===== config.mk =====
export PLATFORM = sky130hd
export DESIGN_NAME = dram_pd_ctrl_flat
export DESIGN_NICKNAME = d
export VERILOG_FILES = /design/src/pd_link_pkg.sv /design/src/pd_link_if.sv /design/src/dram_pd_ctrl.sv /design/src/flat_wrapper.sv
export VERILOG_INCLUDE_DIRS = /design/src /design/src/src
export SDC_FILE = /design/constraint.sdc
export NUM_CORES = 1
export LEC_CHECK = 0
export ABC_CLOCK_PERIOD_IN_PS = 2300
export BUFFER_PORTS_ARGS = -buffer_cell sky130_fd_sc_hd__buf_4
export CAP_MARGIN = 15
export CORE_MARGIN = 1.5
export CORE_UTILIZATION = 28
export CTS_CLUSTER_SIZE = 24
export DETAILED_ROUTE_END_ITERATION = 16
export SKIP_LAST_GASP = 1
export SLEW_MARGIN = 20
export SYNTH_ARGS = -nofsm -noshare
export SYNTH_HDL_FRONTEND = slang
export SYNTH_SLANG_ARGS = --single-unit

===== constraint.sdc =====
create_clock -name MCLK -period 2.3 [get_ports MCLK]
set_clock_uncertainty 0.15 [all_clocks]
set_input_delay 0.46 -clock MCLK [delete_from_list [all_inputs] [get_ports MCLK]]
set_output_delay 0.46 -clock MCLK [all_outputs]
set_load 0.02 [all_outputs]

===== src/pd_link_defines.svh =====
// Constants shared by both ends of the power-down link
`ifndef PD_LINK_DEFINES_SVH
`define PD_LINK_DEFINES_SVH
// Behaviour
// - Entry when clock-enable sampled low, with deselect
// - Controller keeps clock-enable high during busy operations
// - Activate, precharge, refresh finish before low-power state
// - All banks closed precharge, else active
// - Entry disables buffers except clock, enable, reset
// - Buffer-disable bit decides termination input buffer state
// - Park termination stays on when enabled
// - Deselects during command-disable delay, then receivers off
// - DLL stays on, fast exit always
// - Controller holds enable low, reset high, termination valid
// - Reset during power-down forces reset state
// - Power-down lasts at most nine refresh intervals
// - Exit on enable high with deselect, pulse held
// - Termination input driven at exit if nominal enabled
// - No command before exit latency elapses
// - Minimum power-down time before exit
// - Parity exit latency max(4 cycles, 6 ns) plus latency
// - Controller should lock DLL before entry

// ----------------------------------------
// Link timing
// ----------------------------------------
`define MCLK_PERIOD_NS 10
`define CK_DIV 2
`define CK_PERIOD_NS (`MCLK_PERIOD_NS * `CK_DIV)
`define PD_EXIT_LATENCY_NCK 4
`define CLK_EN_MIN_PULSE_NCK 4
`define MIN_POWER_DOWN_NCK `CLK_EN_MIN_PULSE_NCK
`define COMMAND_DISABLE_DELAY_NCK 4
`define XP_PAR_MIN_NCK 4
`define XP_PAR_NS 6
`define BANK_OP_NCK 6
`define REFRESH_OP_NCK 20
`define BURST_BUSY_NCK 8
`define AVG_REFRESH_INTERVAL_NS 7800
`define PD_REFRESH_MULT 9

// ----------------------------------------
// Mode register fields (command address bits)
// ----------------------------------------
`define MR_PL_LSB 0
`define MR_PL_MSB 2
`define MR_ODT_BUF_OFF_BIT 5
`define MR_PARK_LSB 6
`define MR_PARK_MSB 8
`define MR_PAR_EN_BIT 9
`define MR_NOM_EN_BIT 10
`define PRE_ALL_BIT 10

// ----------------------------------------
// Controller registers
// ----------------------------------------
`define REG_CTRL 4'h0
`define REG_CMD 4'h1
`define REG_STATUS 4'h2
`define CTRL_PD_REQ_BIT 0
`define CTRL_DRAM_RST_BIT 1
`define CMD_CODE_LSB 12
`define ST_IN_PD_BIT 0
`define ST_PEND_BIT 1
`define ST_LIMIT_BIT 2
`define ST_WAIT_BIT 3
`endif


===== src/pd_link_pkg.sv =====
// Types shared by both ends of the power-down link
package pd_link_pkg;
  typedef enum logic [2:0]
  {
    CMD_DES = 3'h0,
    CMD_ACT = 3'h1,
    CMD_PRE = 3'h2,
    CMD_REF = 3'h3,
    CMD_MRS = 3'h4,
    CMD_RD = 3'h5,
    CMD_WR = 3'h6,
    CMD_ZQ = 3'h7
  } link_cmd_t;

  typedef enum logic [1:0]
  {
    DEV_IDLE = 2'h0,
    DEV_PD_WAIT = 2'h1,
    DEV_PD_ACT = 2'h2,
    DEV_PD_PRE = 2'h3
  } dev_state_t;

  typedef enum logic [0:0]
  {
    CTL_RUN = 1'h0,
    CTL_PD = 1'h1
  } ctl_state_t;

  typedef logic [10:0] link_addr_t;
endpackage


===== src/pd_link_if.sv =====
// Link between memory controller and DRAM power-down logic
`timescale 1ns/1ns
`default_nettype none
interface pd_link_if;
  import pd_link_pkg::*;
  logic ck;
  logic cke;
  link_cmd_t cmd;
  link_addr_t addr;
  logic reset_n;
  logic odt;
  logic odt_oe;

  modport ctrl (output ck, output cke, output cmd, output addr, output reset_n, output odt, output odt_oe);
  modport dram (input ck, input cke, input cmd, input addr, input reset_n, input odt, input odt_oe);
endinterface
`default_nettype wire


===== src/dram_pd_ctrl.sv =====
// Controller end: link clock, command issue, power-down entry and exit
`timescale 1ns/1ns
`default_nettype none
`include "pd_link_defines.svh"
module dram_pd_ctrl #(
  parameter int PD_MIN_NCK = `MIN_POWER_DOWN_NCK,
  parameter int CKE_NCK = `CLK_EN_MIN_PULSE_NCK,
  parameter int XP_NCK = `PD_EXIT_LATENCY_NCK,
  parameter int BUSY_NCK = `BURST_BUSY_NCK,
  parameter int PD_LIMIT_NCK = `PD_REFRESH_MULT * `AVG_REFRESH_INTERVAL_NS / `CK_PERIOD_NS
) (
  // Clock and reset
  input wire logic MCLK,
  input wire logic RST,
  // Register port
  input wire logic [3:0] ADDR,
  input wire logic [31:0] WDATA,
  input wire logic WR,
  input wire logic RD,
  output logic [31:0] RDATA,
  // Link
  pd_link_if.ctrl link
);
  import pd_link_pkg::*;

  localparam int XP_PAR_NS_NCK = (`XP_PAR_NS + `CK_PERIOD_NS - 1) / `CK_PERIOD_NS;
  localparam int XP_PAR_BASE = (XP_PAR_NS_NCK > `XP_PAR_MIN_NCK) ? XP_PAR_NS_NCK : `XP_PAR_MIN_NCK;
  localparam int XP_HOLD = (XP_NCK > CKE_NCK) ? XP_NCK : CKE_NCK;
  localparam int XPP_HOLD = (XP_PAR_BASE > CKE_NCK) ? XP_PAR_BASE : CKE_NCK;

  typedef struct packed {
    ctl_state_t st;
    logic ck;
    logic cke;
    link_cmd_t cmd;
    link_addr_t addr;
    logic rstn;
    logic odt_oe;
    logic [15:0] cnt;
    logic [15:0] ref_cnt;
    logic [5:0] busy;
    logic pd_req;
    logic dram_rst;
    logic pend;
    link_cmd_t pcode;
    link_addr_t paddr;
    logic limit;
    logic par_en;
    logic [2:0] pl;
    logic odt_off;
    logic [31:0] rdata;
  } ctl_regs_t;

  ctl_regs_t s_q;
  ctl_regs_t s_d;
  logic tick;
  logic limit_set;

  // Link signals move while the link clock falls, so the DRAM sees them settled
  assign tick = s_q.ck;

  always_comb
  begin
    s_d = s_q;
    s_d.ck = ~s_q.ck;
    limit_set = 1'b0;
    if (tick)
    begin
      s_d.cmd = CMD_DES;
      s_d.rstn = !s_q.dram_rst;
      if (s_q.busy != 6'h00)
      begin
        s_d.busy = s_q.busy - 6'h01;
      end
      if (s_q.cnt != 16'h0000)
      begin
        s_d.cnt = s_q.cnt - 16'h0001;
      end
      if (s_q.dram_rst)
      begin
        s_d.st = CTL_RUN;
        s_d.cke = 1'b1;
        s_d.odt_oe = 1'b1;
        s_d.cnt = 16'h0000;
        s_d.busy = 6'h00;
        s_d.par_en = 1'b0;
        s_d.pl = 3'h0;
        s_d.odt_off = 1'b0;
      end
      else
      begin
        unique case (s_q.st)
          CTL_RUN:
          begin
            s_d.cke = 1'b1;
            s_d.odt_oe = 1'b1;
            if (s_q.cnt != 16'h0000)
            begin
              s_d.cmd = CMD_DES;
            end
            else if (s_q.pend)
            begin
              s_d.pend = 1'b0;
              s_d.cmd = s_q.pcode;
              s_d.addr = s_q.paddr;
              if (s_q.pcode inside {CMD_RD, CMD_WR, CMD_MRS, CMD_ZQ})
              begin
                s_d.busy = 6'(BUSY_NCK);
              end
              if (s_q.pcode == CMD_MRS)
              begin
                s_d.par_en = s_q.paddr[`MR_PAR_EN_BIT];
                s_d.pl = s_q.paddr[`MR_PL_MSB:`MR_PL_LSB];
                s_d.odt_off = s_q.paddr[`MR_ODT_BUF_OFF_BIT];
              end
            end
            else if (s_q.pd_req && s_q.busy == 6'h00)
            begin
              s_d.cke = 1'b0;
              s_d.st = CTL_PD;
              s_d.cnt = 16'(PD_MIN_NCK - 1);
              s_d.ref_cnt = 16'(PD_LIMIT_NCK - 1);
            end
          end
          CTL_PD:
          begin
            s_d.cmd = CMD_DES;
            // enable held low, termination per setting
            s_d.cke = 1'b0;
            s_d.odt_oe = !s_q.odt_off;
            if (s_q.ref_cnt != 16'h0000)
            begin
              s_d.ref_cnt = s_q.ref_cnt - 16'h0001;
            end
            if (s_q.cnt == 16'h0000 && (!s_q.pd_req || s_q.ref_cnt == 16'h0000))
            begin
              // exit with deselect and held pulse
              s_d.cke = 1'b1;
              s_d.odt_oe = 1'b1;
              s_d.st = CTL_RUN;
              limit_set = (s_q.ref_cnt == 16'h0000);
              s_d.cnt = s_q.par_en ? 16'(XPP_HOLD) + {13'h0000, s_q.pl} : 16'(XP_HOLD);
            end
          end
        endcase
      end
    end
    s_d.rdata = 32'h00000000;
    if (WR)
    begin
      unique case (ADDR)
        `REG_CTRL:
        begin
          s_d.pd_req = WDATA[`CTRL_PD_REQ_BIT];
          s_d.dram_rst = WDATA[`CTRL_DRAM_RST_BIT];
        end
        `REG_CMD:
        begin
          if (!s_q.pend)
          begin
            s_d.pend = 1'b1;
            s_d.pcode = link_cmd_t'(WDATA[`CMD_CODE_LSB +: 3]);
            s_d.paddr = WDATA[10:0];
          end
        end
        `REG_STATUS:
        begin
          if (WDATA[`ST_LIMIT_BIT])
          begin
            s_d.limit = 1'b0;
          end
        end
        default:
        begin
          s_d.limit = s_d.limit;
        end
      endcase
    end
    // Hardware set wins over a clear in the same cycle
    if (limit_set)
    begin
      s_d.limit = 1'b1;
    end
    if (RD)
    begin
      unique case (ADDR)
        `REG_CTRL: s_d.rdata = {30'h00000000, s_q.dram_rst, s_q.pd_req};
        `REG_CMD: s_d.rdata = {17'h00000, s_q.pcode, 1'b0, s_q.paddr};
        `REG_STATUS: s_d.rdata = {28'h0000000, (s_q.cnt != 16'h0000) || (s_q.busy != 6'h00), s_q.limit,
                                  s_q.pend, s_q.st == CTL_PD};
        default: s_d.rdata = 32'h00000000;
      endcase
    end
  end

  always_ff @(posedge MCLK)
  begin
    if (RST)
    begin
      s_q <= '0;
    end
    else
    begin
      s_q <= s_d;
    end
  end

  assign RDATA = s_q.rdata;
  assign link.ck = s_q.ck;
  assign link.cke = s_q.cke;
  assign link.cmd = s_q.cmd;
  assign link.addr = s_q.addr;
  assign link.reset_n = s_q.rstn;
  assign link.odt = 1'b0;
  assign link.odt_oe = s_q.odt_oe;
endmodule // dram_pd_ctrl
`default_nettype wire


===== src/flat_wrapper.sv =====
// flat-port wrapper written by rule: the top's interface ports become plain ports
module dram_pd_ctrl_flat import pd_link_pkg::*;
#(
  parameter int PD_MIN_NCK = `MIN_POWER_DOWN_NCK,
  parameter int CKE_NCK = `CLK_EN_MIN_PULSE_NCK,
  parameter int XP_NCK = `PD_EXIT_LATENCY_NCK,
  parameter int BUSY_NCK = `BURST_BUSY_NCK,
  parameter int PD_LIMIT_NCK = `PD_REFRESH_MULT * `AVG_REFRESH_INTERVAL_NS / `CK_PERIOD_NS
)
  (MCLK, RST, ADDR, WDATA, WR, RD, RDATA, link_ck, link_cke, link_cmd, link_addr, link_reset_n, link_odt, link_odt_oe);
  pd_link_if link_i ();
  input wire logic MCLK;
  input wire logic RST;
  input wire logic [3:0] ADDR;
  input wire logic [31:0] WDATA;
  input wire logic WR;
  input wire logic RD;
  output logic [31:0] RDATA;
  output wire logic [$bits(link_i.ck)-1:0] link_ck;
  output wire logic [$bits(link_i.cke)-1:0] link_cke;
  output wire logic [$bits(link_i.cmd)-1:0] link_cmd;
  output wire logic [$bits(link_i.addr)-1:0] link_addr;
  output wire logic [$bits(link_i.reset_n)-1:0] link_reset_n;
  output wire logic [$bits(link_i.odt)-1:0] link_odt;
  output wire logic [$bits(link_i.odt_oe)-1:0] link_odt_oe;
  assign link_ck = link_i.ck;
  assign link_cke = link_i.cke;
  assign link_cmd = link_i.cmd;
  assign link_addr = link_i.addr;
  assign link_reset_n = link_i.reset_n;
  assign link_odt = link_i.odt;
  assign link_odt_oe = link_i.odt_oe;
  dram_pd_ctrl #(.PD_MIN_NCK(PD_MIN_NCK), .CKE_NCK(CKE_NCK), .XP_NCK(XP_NCK), .BUSY_NCK(BUSY_NCK), .PD_LIMIT_NCK(PD_LIMIT_NCK)) u_core (.MCLK(MCLK), .RST(RST), .ADDR(ADDR), .WDATA(WDATA), .WR(WR), .RD(RD), .RDATA(RDATA), .link(link_i));
endmodule

==> flow_summary.toml, run 1 <==
[cts]
root_buffer = "clkbuf_16"
clockBufferDepth = 2
cts_max_level = 3
clk_pin_slew_worst_paths_ns = 0.07
holdBufCountCts = 0
cts_sinks = 94
numCtsBuffers = 9
cts_tree = "done"
clk_latency_ns = 0.35

[power_and_ir_drop]
combPwrFrac_pct = 37.1
swShare_pct = 35.72
ir_drop_uv = 395.7
p_total_mw = 5.298
p_leak_nw = 2.355
power_density_mw_per_mm2 = 891.3
intPower_mw = 3.406
pwr-share-clk_pct = 27.2
p_sw_mw = 1.893
seq_power_share_pct = 35.7

[placement]
hpwl_um = 9106
placed_cell_area_mm2 = 0.005560
place.port_buffers = 53
routabilityCongestion = 0.8016

[floorplanning]
fp.coreArea_mm2 = 0.01658
die_w_um = 133.4
rows = 47
start_util_pct = 28.72
dieHeight_um = 133.4
ios = 91
die_area_mm2 = 0.01780

[routing]
wl_per_cell_um = 14.17
first_iter_violations = 308
drt.antenna.violating_nets = 0
via_per_inst = 4.845
drc = 0
firstDrtPassIters = 4
via_count = 4259
wl_um = 12460

[critical_path]
cp.buffers_inverters = 1
path_max_fanout = 6
cp-start-kind = "flop"
endpoint_kind = "flop"
reg2regPathDepth = 7
crit_cells = 7
path_cells = "inv_2 > ha_4 > or4b_4 > nor3_4 > nand4_4 > a2111oi_2 > mux2i_1"
crit_arrival_ns = 2.39
slowest_delay_ns = 0.50
cp.required_ns = 2.44
crit_type = "flop to flop"
critPathTopFamily = "simple AND/OR/NAND/NOR gates"
critPathSlowestCell = "or4b_4"

[finish]
insertedDiodeCount = 0
nets = 699
drive_gt1_share_pct = 25.49
syn_to_final_growth_pct = 24.80
layout_commonest_cell = "buf_4"
design_area_mm2 = 0.005944
final_cell_mix = "buf_4, dfxtp_1, nand2_1, nor2_1, a21oi_1"

[synthesis]
synth.top_cell.area_share_pct = 39.51
synth_seq_cells = 94
yosysUniqueCellTypes = 61
avgSynthCellArea_um2 = 8.284
synth_area_leaders = "dfxtp_1, buf_4, nand2_1"
async_flop_share_pct = 0
synth_area_mm2 = 0.004763
yosysSeqAreaShare_pct = 39.51
synth_flop_cell = "dfxtp_1"
ys_warn_count = 0
synthCells = 575
synth_edf_count = 0
synth_top_area_cell = "dfxtp_1"

[global_route]
grt.busiest_layer = "met2"
grt_use_met1_pct = 20.08
gr-usage-met3_pct = 2.968
grt_usage_pct = 14.28
antenna_found_initial = 0
grt_pass1_wl_um = 20180
overflow = 0
first_global_vias = 3923
grt_max_degree = 33
use_met2_pct = 20.96

[timing]
clock.fmax_mhz = 443.4
relSlewSlack_pct = 50.12
drv_slew = 0
hold_viol = 0
min_period_ns = 2.255
setup_viol = 0
rsz0062_at_grt = "yes"
fin_crit_sh_pct = 98.06
worst_pin_slew_ns = 0.7418

[status]
status = "completed"

[job]
cap_violations = 0

[min_path]
hp-class = "input pin to flop"
hold_depth = 3
-- worst paths after layout --
kind	to	slack, ns	from
setup reg to reg	u_core.s_q[64]	0.04	u_core.s_q[55]
setup / recovery	u_core.s_q[64]	0.04	u_core.s_q[55]
hold reg to reg	u_core.link.reset_n	0.31	u_core.link.reset_n
hold / removal	u_core.s_q[53]	0.20	WDATA[1]
-- layer usage --
| metal | part of all wire, % | routed length, um | vias to the layer above |
|---|---|---|---|
| met3 | 3.9 | 491 | 25 |
| met5 | 0 | 0 | - |
| met4 | 2.1 | 257 | 0 |
| met2 | 44 | 5452 | 87 |
| li1 | - | - | 2160 |
| met1 | 50 | 6256 | 1987 |
-- power groups by stage --
stage                     Clock [mW]  Sequential, mW  Combinational [mW]
final                           1.44            1.89                1.96
after global routing            1.52            1.91                2.14
after CTS                       1.48            1.89                1.90
after detailed placement           0            1.92                1.85
after global placement             0            1.92                1.85
after floorplan                    0            1.92                1.10
-- cell usage after synthesis, drive strengths merged (2+ instances only) --
cell type and instances:
a2111oi 3, a211oi 8, a21oi 37, a22o 6
a22oi 3, a311oi 3, a31oi 8, a41oi 3
and2 14, and2b 2, and4 3, buf 54
clkbuf 19, dfxtp 94, ha 5, inv 14
mux2i 14, nand2 91, nand2b 14, nand3 8
nand4 6, nand4b 2, nor2 37, nor2b 2
nor3 22, nor4 12, nor4b 5, o2111ai 5
o211ai 7, o21a 3, o21ai 24, o221ai 5
o2bb2ai 2, o31ai 5, o41ai 2, or3 13
or3b 3, or4 2, or4b 2
-- what timing repair did --
action                                 4_1_cts  5_1_grt
setup endpoints to repair                   22       21
gates resized for setup                     10       10
pin swaps                                    3        3
buffers inserted                             0        1
gates cloned                                 0        0
endpoints found under the hold margin        0        0
-- worst reg2reg max path: cells and delay by family (launching register included) --
kind                       cells  cell delay (ns)
adders and majority gates      1             0.13
DFF                            1             0.32
muxes                          1             0.21
AOI/OAI and AO/OA              1             0.37
buffers and inverters          1             0.07
and+or+nand+nor                3             0.93
-- stage by stage --
| stage | setup TNS, ns | util (%) | std cells | hold WS, ns | setup slack, ns |
|---|---|---|---|---|---|
| after floorplan | 0 | - | 593 | 0.2641 | 0.05268 |
| after global placement | -0.5855 | 33.53 | 862 | 0.2892 | -0.06892 |
| after detailed placement | -0.6332 | 33.53 | 862 | 0.2879 | -0.07588 |
| after CTS | 0 | 35.62 | 878 | 0.1912 | 0.0004972 |
| after global routing | -0.3086 | 35.85 | 879 | 0.2072 | -0.07772 |
| final | 0 | 35.85 | 879 | 0.2018 | 0.04473 |
-- final cells by class --
cell class / count / area (um2)
Fill cell: 1752 / 10640
Multi-Input combinational cell: 412 / 2521
Sequential cell: 94 / 1883
Timing Repair Buffer: 123 / 927.1
Tap cell: 220 / 275.3
Clock buffer: 11 / 242.7
Inverter: 14 / 52.55
Clock inverter: 5 / 42.54
-- cells by family after synthesis --
kind of cell	count (synthesis)	synth area share (%)
other	1	0.07873
adders and majority gates	5	1.313
DFF	94	39.51
and+or+nand+nor	242	26.48
muxes	15	3.178
AOI/OAI and AO/OA	131	18.65
buffers and inverters	87	10.80
-- sequential cells by signal, summed over array words and instances (netlist names) --
register / count
u_core.link.reset_n: 1
u_core.link.cmd: 3
u_core.link.cke: 1
u_core.RDATA: 14
u_core.link.addr: 11
u_core.link.ck: 1
u_core.link.odt_oe: 1
u_core.s_q: 62
(Power assumes the default switching activity.)
==> run 2, diff against run 1 <==
ABC_AREA = 1   (was not set)
SKIP_CTS_REPAIR_TIMING = 1   (was not set)
==> run 2 against run 1 <==
Clock-buffer cell count decreased by 2. Wire length shrank 0.83%. Largest power group unchanged. Worst setup slack improved by 0.26 ns. Highest routed layer unchanged. Global-route usage is 0.27 points lower.
==> flow_summary.toml, run 2 <==
[floorplanning]
die_area_mm2 = 0.01860
fp.coreArea_mm2 = 0.01736
die_w_um = 136.4
ios = 91
dieHeight_um = 136.4
start_util_pct = 28.71
rows = 48

[synthesis]
synth_flop_cell = "dfxtp_1"
synth_area_leaders = "dfxtp_1, nand2_1, buf_4"
ys_warn_count = 0
avgSynthCellArea_um2 = 6.910
synth_area_mm2 = 0.004982
yosysSeqAreaShare_pct = 37.77
async_flop_share_pct = 0
yosysUniqueCellTypes = 36
synth_seq_cells = 94
netlist_top_cells_count = "nand2_1, dfxtp_1, nor2_1, inv_1, nand3_1"
synthCells = 721
synth_edf_count = 0
synth_most_common_cell = "nand2_1"
synth.top_cell.area_share_pct = 37.77
synth_top_area_cell = "dfxtp_1"

[finish]
drive_gt1_share_pct = 14.69
nets = 789
largest_reg_flops = 62
layout_commonest_cell = "nand2_1"
final_cell_mix = "nand2_1, dfxtp_1, nor2_1, inv_1"
syn_to_final_growth_pct = 14.14
design_area_mm2 = 0.005687
regMostFlops = "u_core.s_q"
insertedDiodeCount = 0
fillCellCount = 1892
layout.cells.non_filler = 974

[job]
cap_violations = 0

[timing]
worst_pin_slew_ns = 0.5642
fin_crit_sh_pct = 86.92
min_period_ns = 1.999
finalWorstSetupSlack_ns = 0.3009
rsz0062_at_grt = "no"
drv_slew = 0
clock.fmax_mhz = 500.2
hold_viol = 0
relSlewSlack_pct = 62.35
setup_viol = 0
finalSetupTns_ns = 0

[placement]
place.port_buffers = 53
routabilityCongestion = 0.8424
placed_cell_area_mm2 = 0.005373
hpwl_um = 8761
pre_cts_slack_ns = 0.2307
place_inst = 958

[critical_path]
crit_start = "u_core.s_q[78]"
cp.required_ns = 2.44
slowest_delay_ns = 0.34
reg2reg_from = "u_core.s_q[78]"
path_cells = "inv_1 > ha_1 > nand3_1 > nor2_4 > nand2_4 > nor2_1 > nor2_1 > nor2_4 > nand2_1 > a21oi_1"
cp-start-kind = "flop"
crit_type = "flop to flop"
path_max_fanout = 16
crit_arrival_ns = 2.14
critPathSlowestCell = "dfxtp_1"
endpoint_kind = "flop"
reg2reg_setup_slack_ns = 0.30

[routing]
drt.antenna.violating_nets = 0
wl_um = 12350
wl_per_cell_um = 12.68
firstDrtPassIters = 4
first_iter_violations = 232
via_count = 4377
drc = 0
via_per_inst = 4.494

[cts]
clk_latency_ns = 0.35
cts_sinks = 94
cts_tree = "done"
cts_max_level = 3
clk_pin_slew_worst_paths_ns = 0.08
clockBufferDepth = 2
numCtsBuffers = 9
root_buffer = "clkbuf_16"

[power_and_ir_drop]
p_leak_nw = 2.542
ir_drop_uv = 824.6
power_density_mw_per_mm2 = 1209

[global_route]
grt_usage_pct = 14.01
first_global_vias = 4112
overflow = 0
antenna_found_initial = 0
grt_pass1_wl_um = 20480
grt_max_degree = 51

[status]
status = "completed"

[min_path]
hp-class = "input pin to flop"
hold_path.startpoint = "WDATA[8]"
run 2: changes by cell type in the layout (fill, tap and decap cells not counted), moves of 25 or more:
cell     delta
inv_1      +64
buf_4      -60
nand3_1    +54
nand2_1    +53
nor2_1     +48
o21ai_0    +25
run 2: power by group:
group,internal [mW],switching (mW)
Sequential,1.81,0.179
Combinational,1.14,2.14
Clock,0.872,0.724
Total,3.83,3.05
run 2: cell type report:
cell class | count | area, um2 | area share (%)
Clock buffer | 9 | 225.2 | 3.960
Clock inverter | 7 | 88.84 | 1.562
Inverter | 81 | 304.0 | 5.347
Multi-Input combinational cell | 494 | 2400 | 42.20
Sequential cell | 94 | 1882 | 33.09
Tap cell | 225 | 281.5 | 4.950
Timing Repair Buffer | 64 | 505.5 | 8.889
run 2: cells by family (layout without fill, tap and decap cells):
logic type / count (synthesis) / count (layout) / synth area share, %
and+or+nand+nor: 340 / 340 / 30.41
buffers and inverters: 151 / 161 / 15.42
AOI/OAI and AO/OA: 119 / 119 / 13.13
DFF: 94 / 94 / 37.77
xor gates and xnor gates: 11 / 11 / 1.934
adders and majority gates: 5 / 5 / 1.256
other: 1 / 19 / 0.07527
run 2: metal layers:
metal / wire [um] / track usage (%)
met4: 129 / 4.019
met1: 6129 / 18.94
met2: 5615 / 22.14
met3: 480 / 3.318
met5: 0 / 0
run 2: through the flow:
stage          hold WS, ns  utilization (%)  power [mW]
2_1_floorplan       0.2739                -       4.591
3_3_place_gp        0.2992            30.95       5.230
3_5_place_dp        0.2966            30.95       5.253
4_1_cts             0.2262            32.76       6.885
5_1_grt             0.2532            32.76       7.522
6_report            0.2328            32.76       6.874
run 2: path summary, 6_finish.rpt:
check,endpoint,cells after the start
worst min register to register,u_core.link.reset_n,2
worst max-delay path,u_core.s_q[66],10
worst max register to register,u_core.s_q[66],10
worst min-delay path,u_core.s_q[46],3
run 2: critical path: cells and delay by family, from the launching register on:
family	cells	cell delay, ns
AOI/OAI and AO/OA	1	0.13
adders and majority gates	1	0.17
buffers and inverters	1	0.08
DFF	1	0.34
and+or+nand+nor	7	1.06
==> run 3, diff against run 2 <==
--- a/config.mk
+++ b/config.mk
@@ -12,3 +12,3 @@
 export CAP_MARGIN = 15
-export CORE_MARGIN = 1.5
+export CORE_MARGIN = 5
 export CORE_UTILIZATION = 28
==> constraint.sdc (replaced) <==
create_clock -name MCLK -period 2.3 [get_ports MCLK]
set_clock_uncertainty 0.15 [all_clocks]
set_input_delay 0.115 -clock MCLK [delete_from_list [all_inputs] [get_ports MCLK]]
set_output_delay 0.115 -clock MCLK [all_outputs]
set_load 0.02 [all_outputs]
==> run 3 against run 2 <==
Sequential share of layout area decreased by 0.61 points. Fmax grew 1.4%. Critical path depth unchanged. Worst hold slack got worse by 0.22 ns. Die area up 11%. Worst setup slack improved by 0.028 ns. Sequential power barely moved. Non-clock buffer count increased by 15. Flip-flop and latch count is the same. First-iteration DRC count up 16%. Wire length is 2.4% higher. Total power fell by 2.5%. Largest cell class unchanged. Largest power group unchanged. Highest routed layer unchanged.
==> flow_summary.toml, run 3 (synthesis gave the netlist of run 2 again) <==
[critical_path]
endpoint_kind = "flop"
cp-start-kind = "flop"
reg2regPathDepth = 10
cp.required_ns = 2.43
crit_arrival_ns = 2.10
crit_type = "flop to flop"
path_max_fanout = 16

[power_and_ir_drop]
swShare_pct = 44.15
ir_drop_uv = 715.4
seq_power_share_pct = 29.7
combPwrFrac_pct = 48.7
power_density_mw_per_mm2 = 1157
p_sw_mw = 2.958
pwr-share-clk_pct = 21.6
p_leak_nw = 2.582
intPower_mw = 3.743

[finish]
design_area_mm2 = 0.005794
nets = 804
layout_commonest_cell = "nand2_1"
largest_reg_flops = 62
final_cell_mix = "nand2_1, dfxtp_1, nor2_1, inv_1, buf_4"
drive_gt1_share_pct = 14.27
multiInputGateArea_mm2 = 0.002400
regArea_mm2 = 0.001882
syn_to_final_growth_pct = 16.30
fillCellCount = 1862
regMostFlops = "u_core.s_q"
insertedDiodeCount = 0
layout.cells.non_filler = 989

[routing]
wl_per_cell_um = 12.79
via_count = 4433
drc = 0
drt.antenna.violating_nets = 0
firstDrtPassIters = 5
via_per_inst = 4.482
wl_um = 12650
first_iter_violations = 268

[timing]
hold_viol = 0
clock.fmax_mhz = 507.4
setup_viol = 0
min_period_ns = 1.971
relSlewSlack_pct = 61.97
rsz0062_at_grt = "no"
finalWorstSetupSlack_ns = 0.3293
fin_crit_sh_pct = 85.68
drv_slew = 0
worst_pin_slew_ns = 0.5698
finalSetupTns_ns = 0

[global_route]
grt_usage_pct = 12.52
antenna_found_initial = 0
overflow = 0
grt_max_degree = 51
use_met2_pct = 20.13
first_global_vias = 4118
grt_use_met1_pct = 16.52
grt.busiest_layer = "met2"
gr-usage-met3_pct = 3.527
grt_pass1_wl_um = 20770

[min_path]
hp-class = "input pin to flop"
hold_depth = 2

[floorplanning]
rows = 48
fp.coreArea_mm2 = 0.01736
die_area_mm2 = 0.02056
ios = 91
die_w_um = 143.4
start_util_pct = 28.71
dieHeight_um = 143.4

[cts]
clockBufferDepth = 2
clk_pin_slew_worst_paths_ns = 0.07
cts_sinks = 94
cts_tree = "done"
cts_max_level = 3
clk_latency_ns = 0.35
root_buffer = "clkbuf_16"
numCtsBuffers = 9

[job]
cap_violations = 0

[placement]
hpwl_um = 8976
place.port_buffers = 53
pre_cts_slack_ns = 0.3380
placed_cell_area_mm2 = 0.005360
place_inst = 958
routabilityCongestion = 0.8536

[status]
status = "completed"
## run 3: final timing paths
path                            start                   to  slack, ns
setup / recovery       u_core.s_q[77]       u_core.s_q[69]       0.33
setup reg to reg       u_core.s_q[77]       u_core.s_q[69]       0.33
hold reg to reg   u_core.link.reset_n  u_core.link.reset_n       0.30
hold / removal                    RST       u_core.s_q[32]       0.02
## run 3: power groups by stage
stage	registers, mW	logic (mW)	clock network (mW)
floorplan	1.98	2.61	0
global placement	2.03	3.18	0
detailed placement	2.03	3.22	0
CTS	1.99	3.24	1.49
global route	2.02	3.77	1.56
finish	1.99	3.26	1.45
## run 3: cell type report
cell class | count | share of cell area, %
multi-input combinational | 494 | 41.42
tap | 225 | 4.859
clock buffer | 11 | 4.189
clock inverter | 5 | 0.7126
timing repair buffer | 79 | 11.10
sequential | 94 | 32.48
inverter | 81 | 5.247
## run 3: critical path: stages (launching register included)
cell,delay [ns]
dfxtp_1,0.34
inv_1,0.08
ha_1,0.17
nand3_1,0.12
nor2_4,0.20
nand2_4,0.18
nor2_1,0.15
nor2_1,0.08
nor2_4,0.21
nand2_1,0.08
a21oi_1,0.13
## run 3: through the flow
step                      power [mW]  util (%)  hold slack (ns)
after floorplan                4.591         -           0.1160
after detailed placement       5.243     30.88           0.2544
after global placement         5.214     30.88           0.2457
final                          6.701     33.38          0.01638
after CTS                      6.716     32.52          -0.1208
after global routing           7.342     33.38         0.008442
## run 3: per-layer routing
layer,wire length (um),vias up
met1,6014,2010
met2,5913,75
met5,0,-
met4,158,0
met3,563,12
li1,-,2336
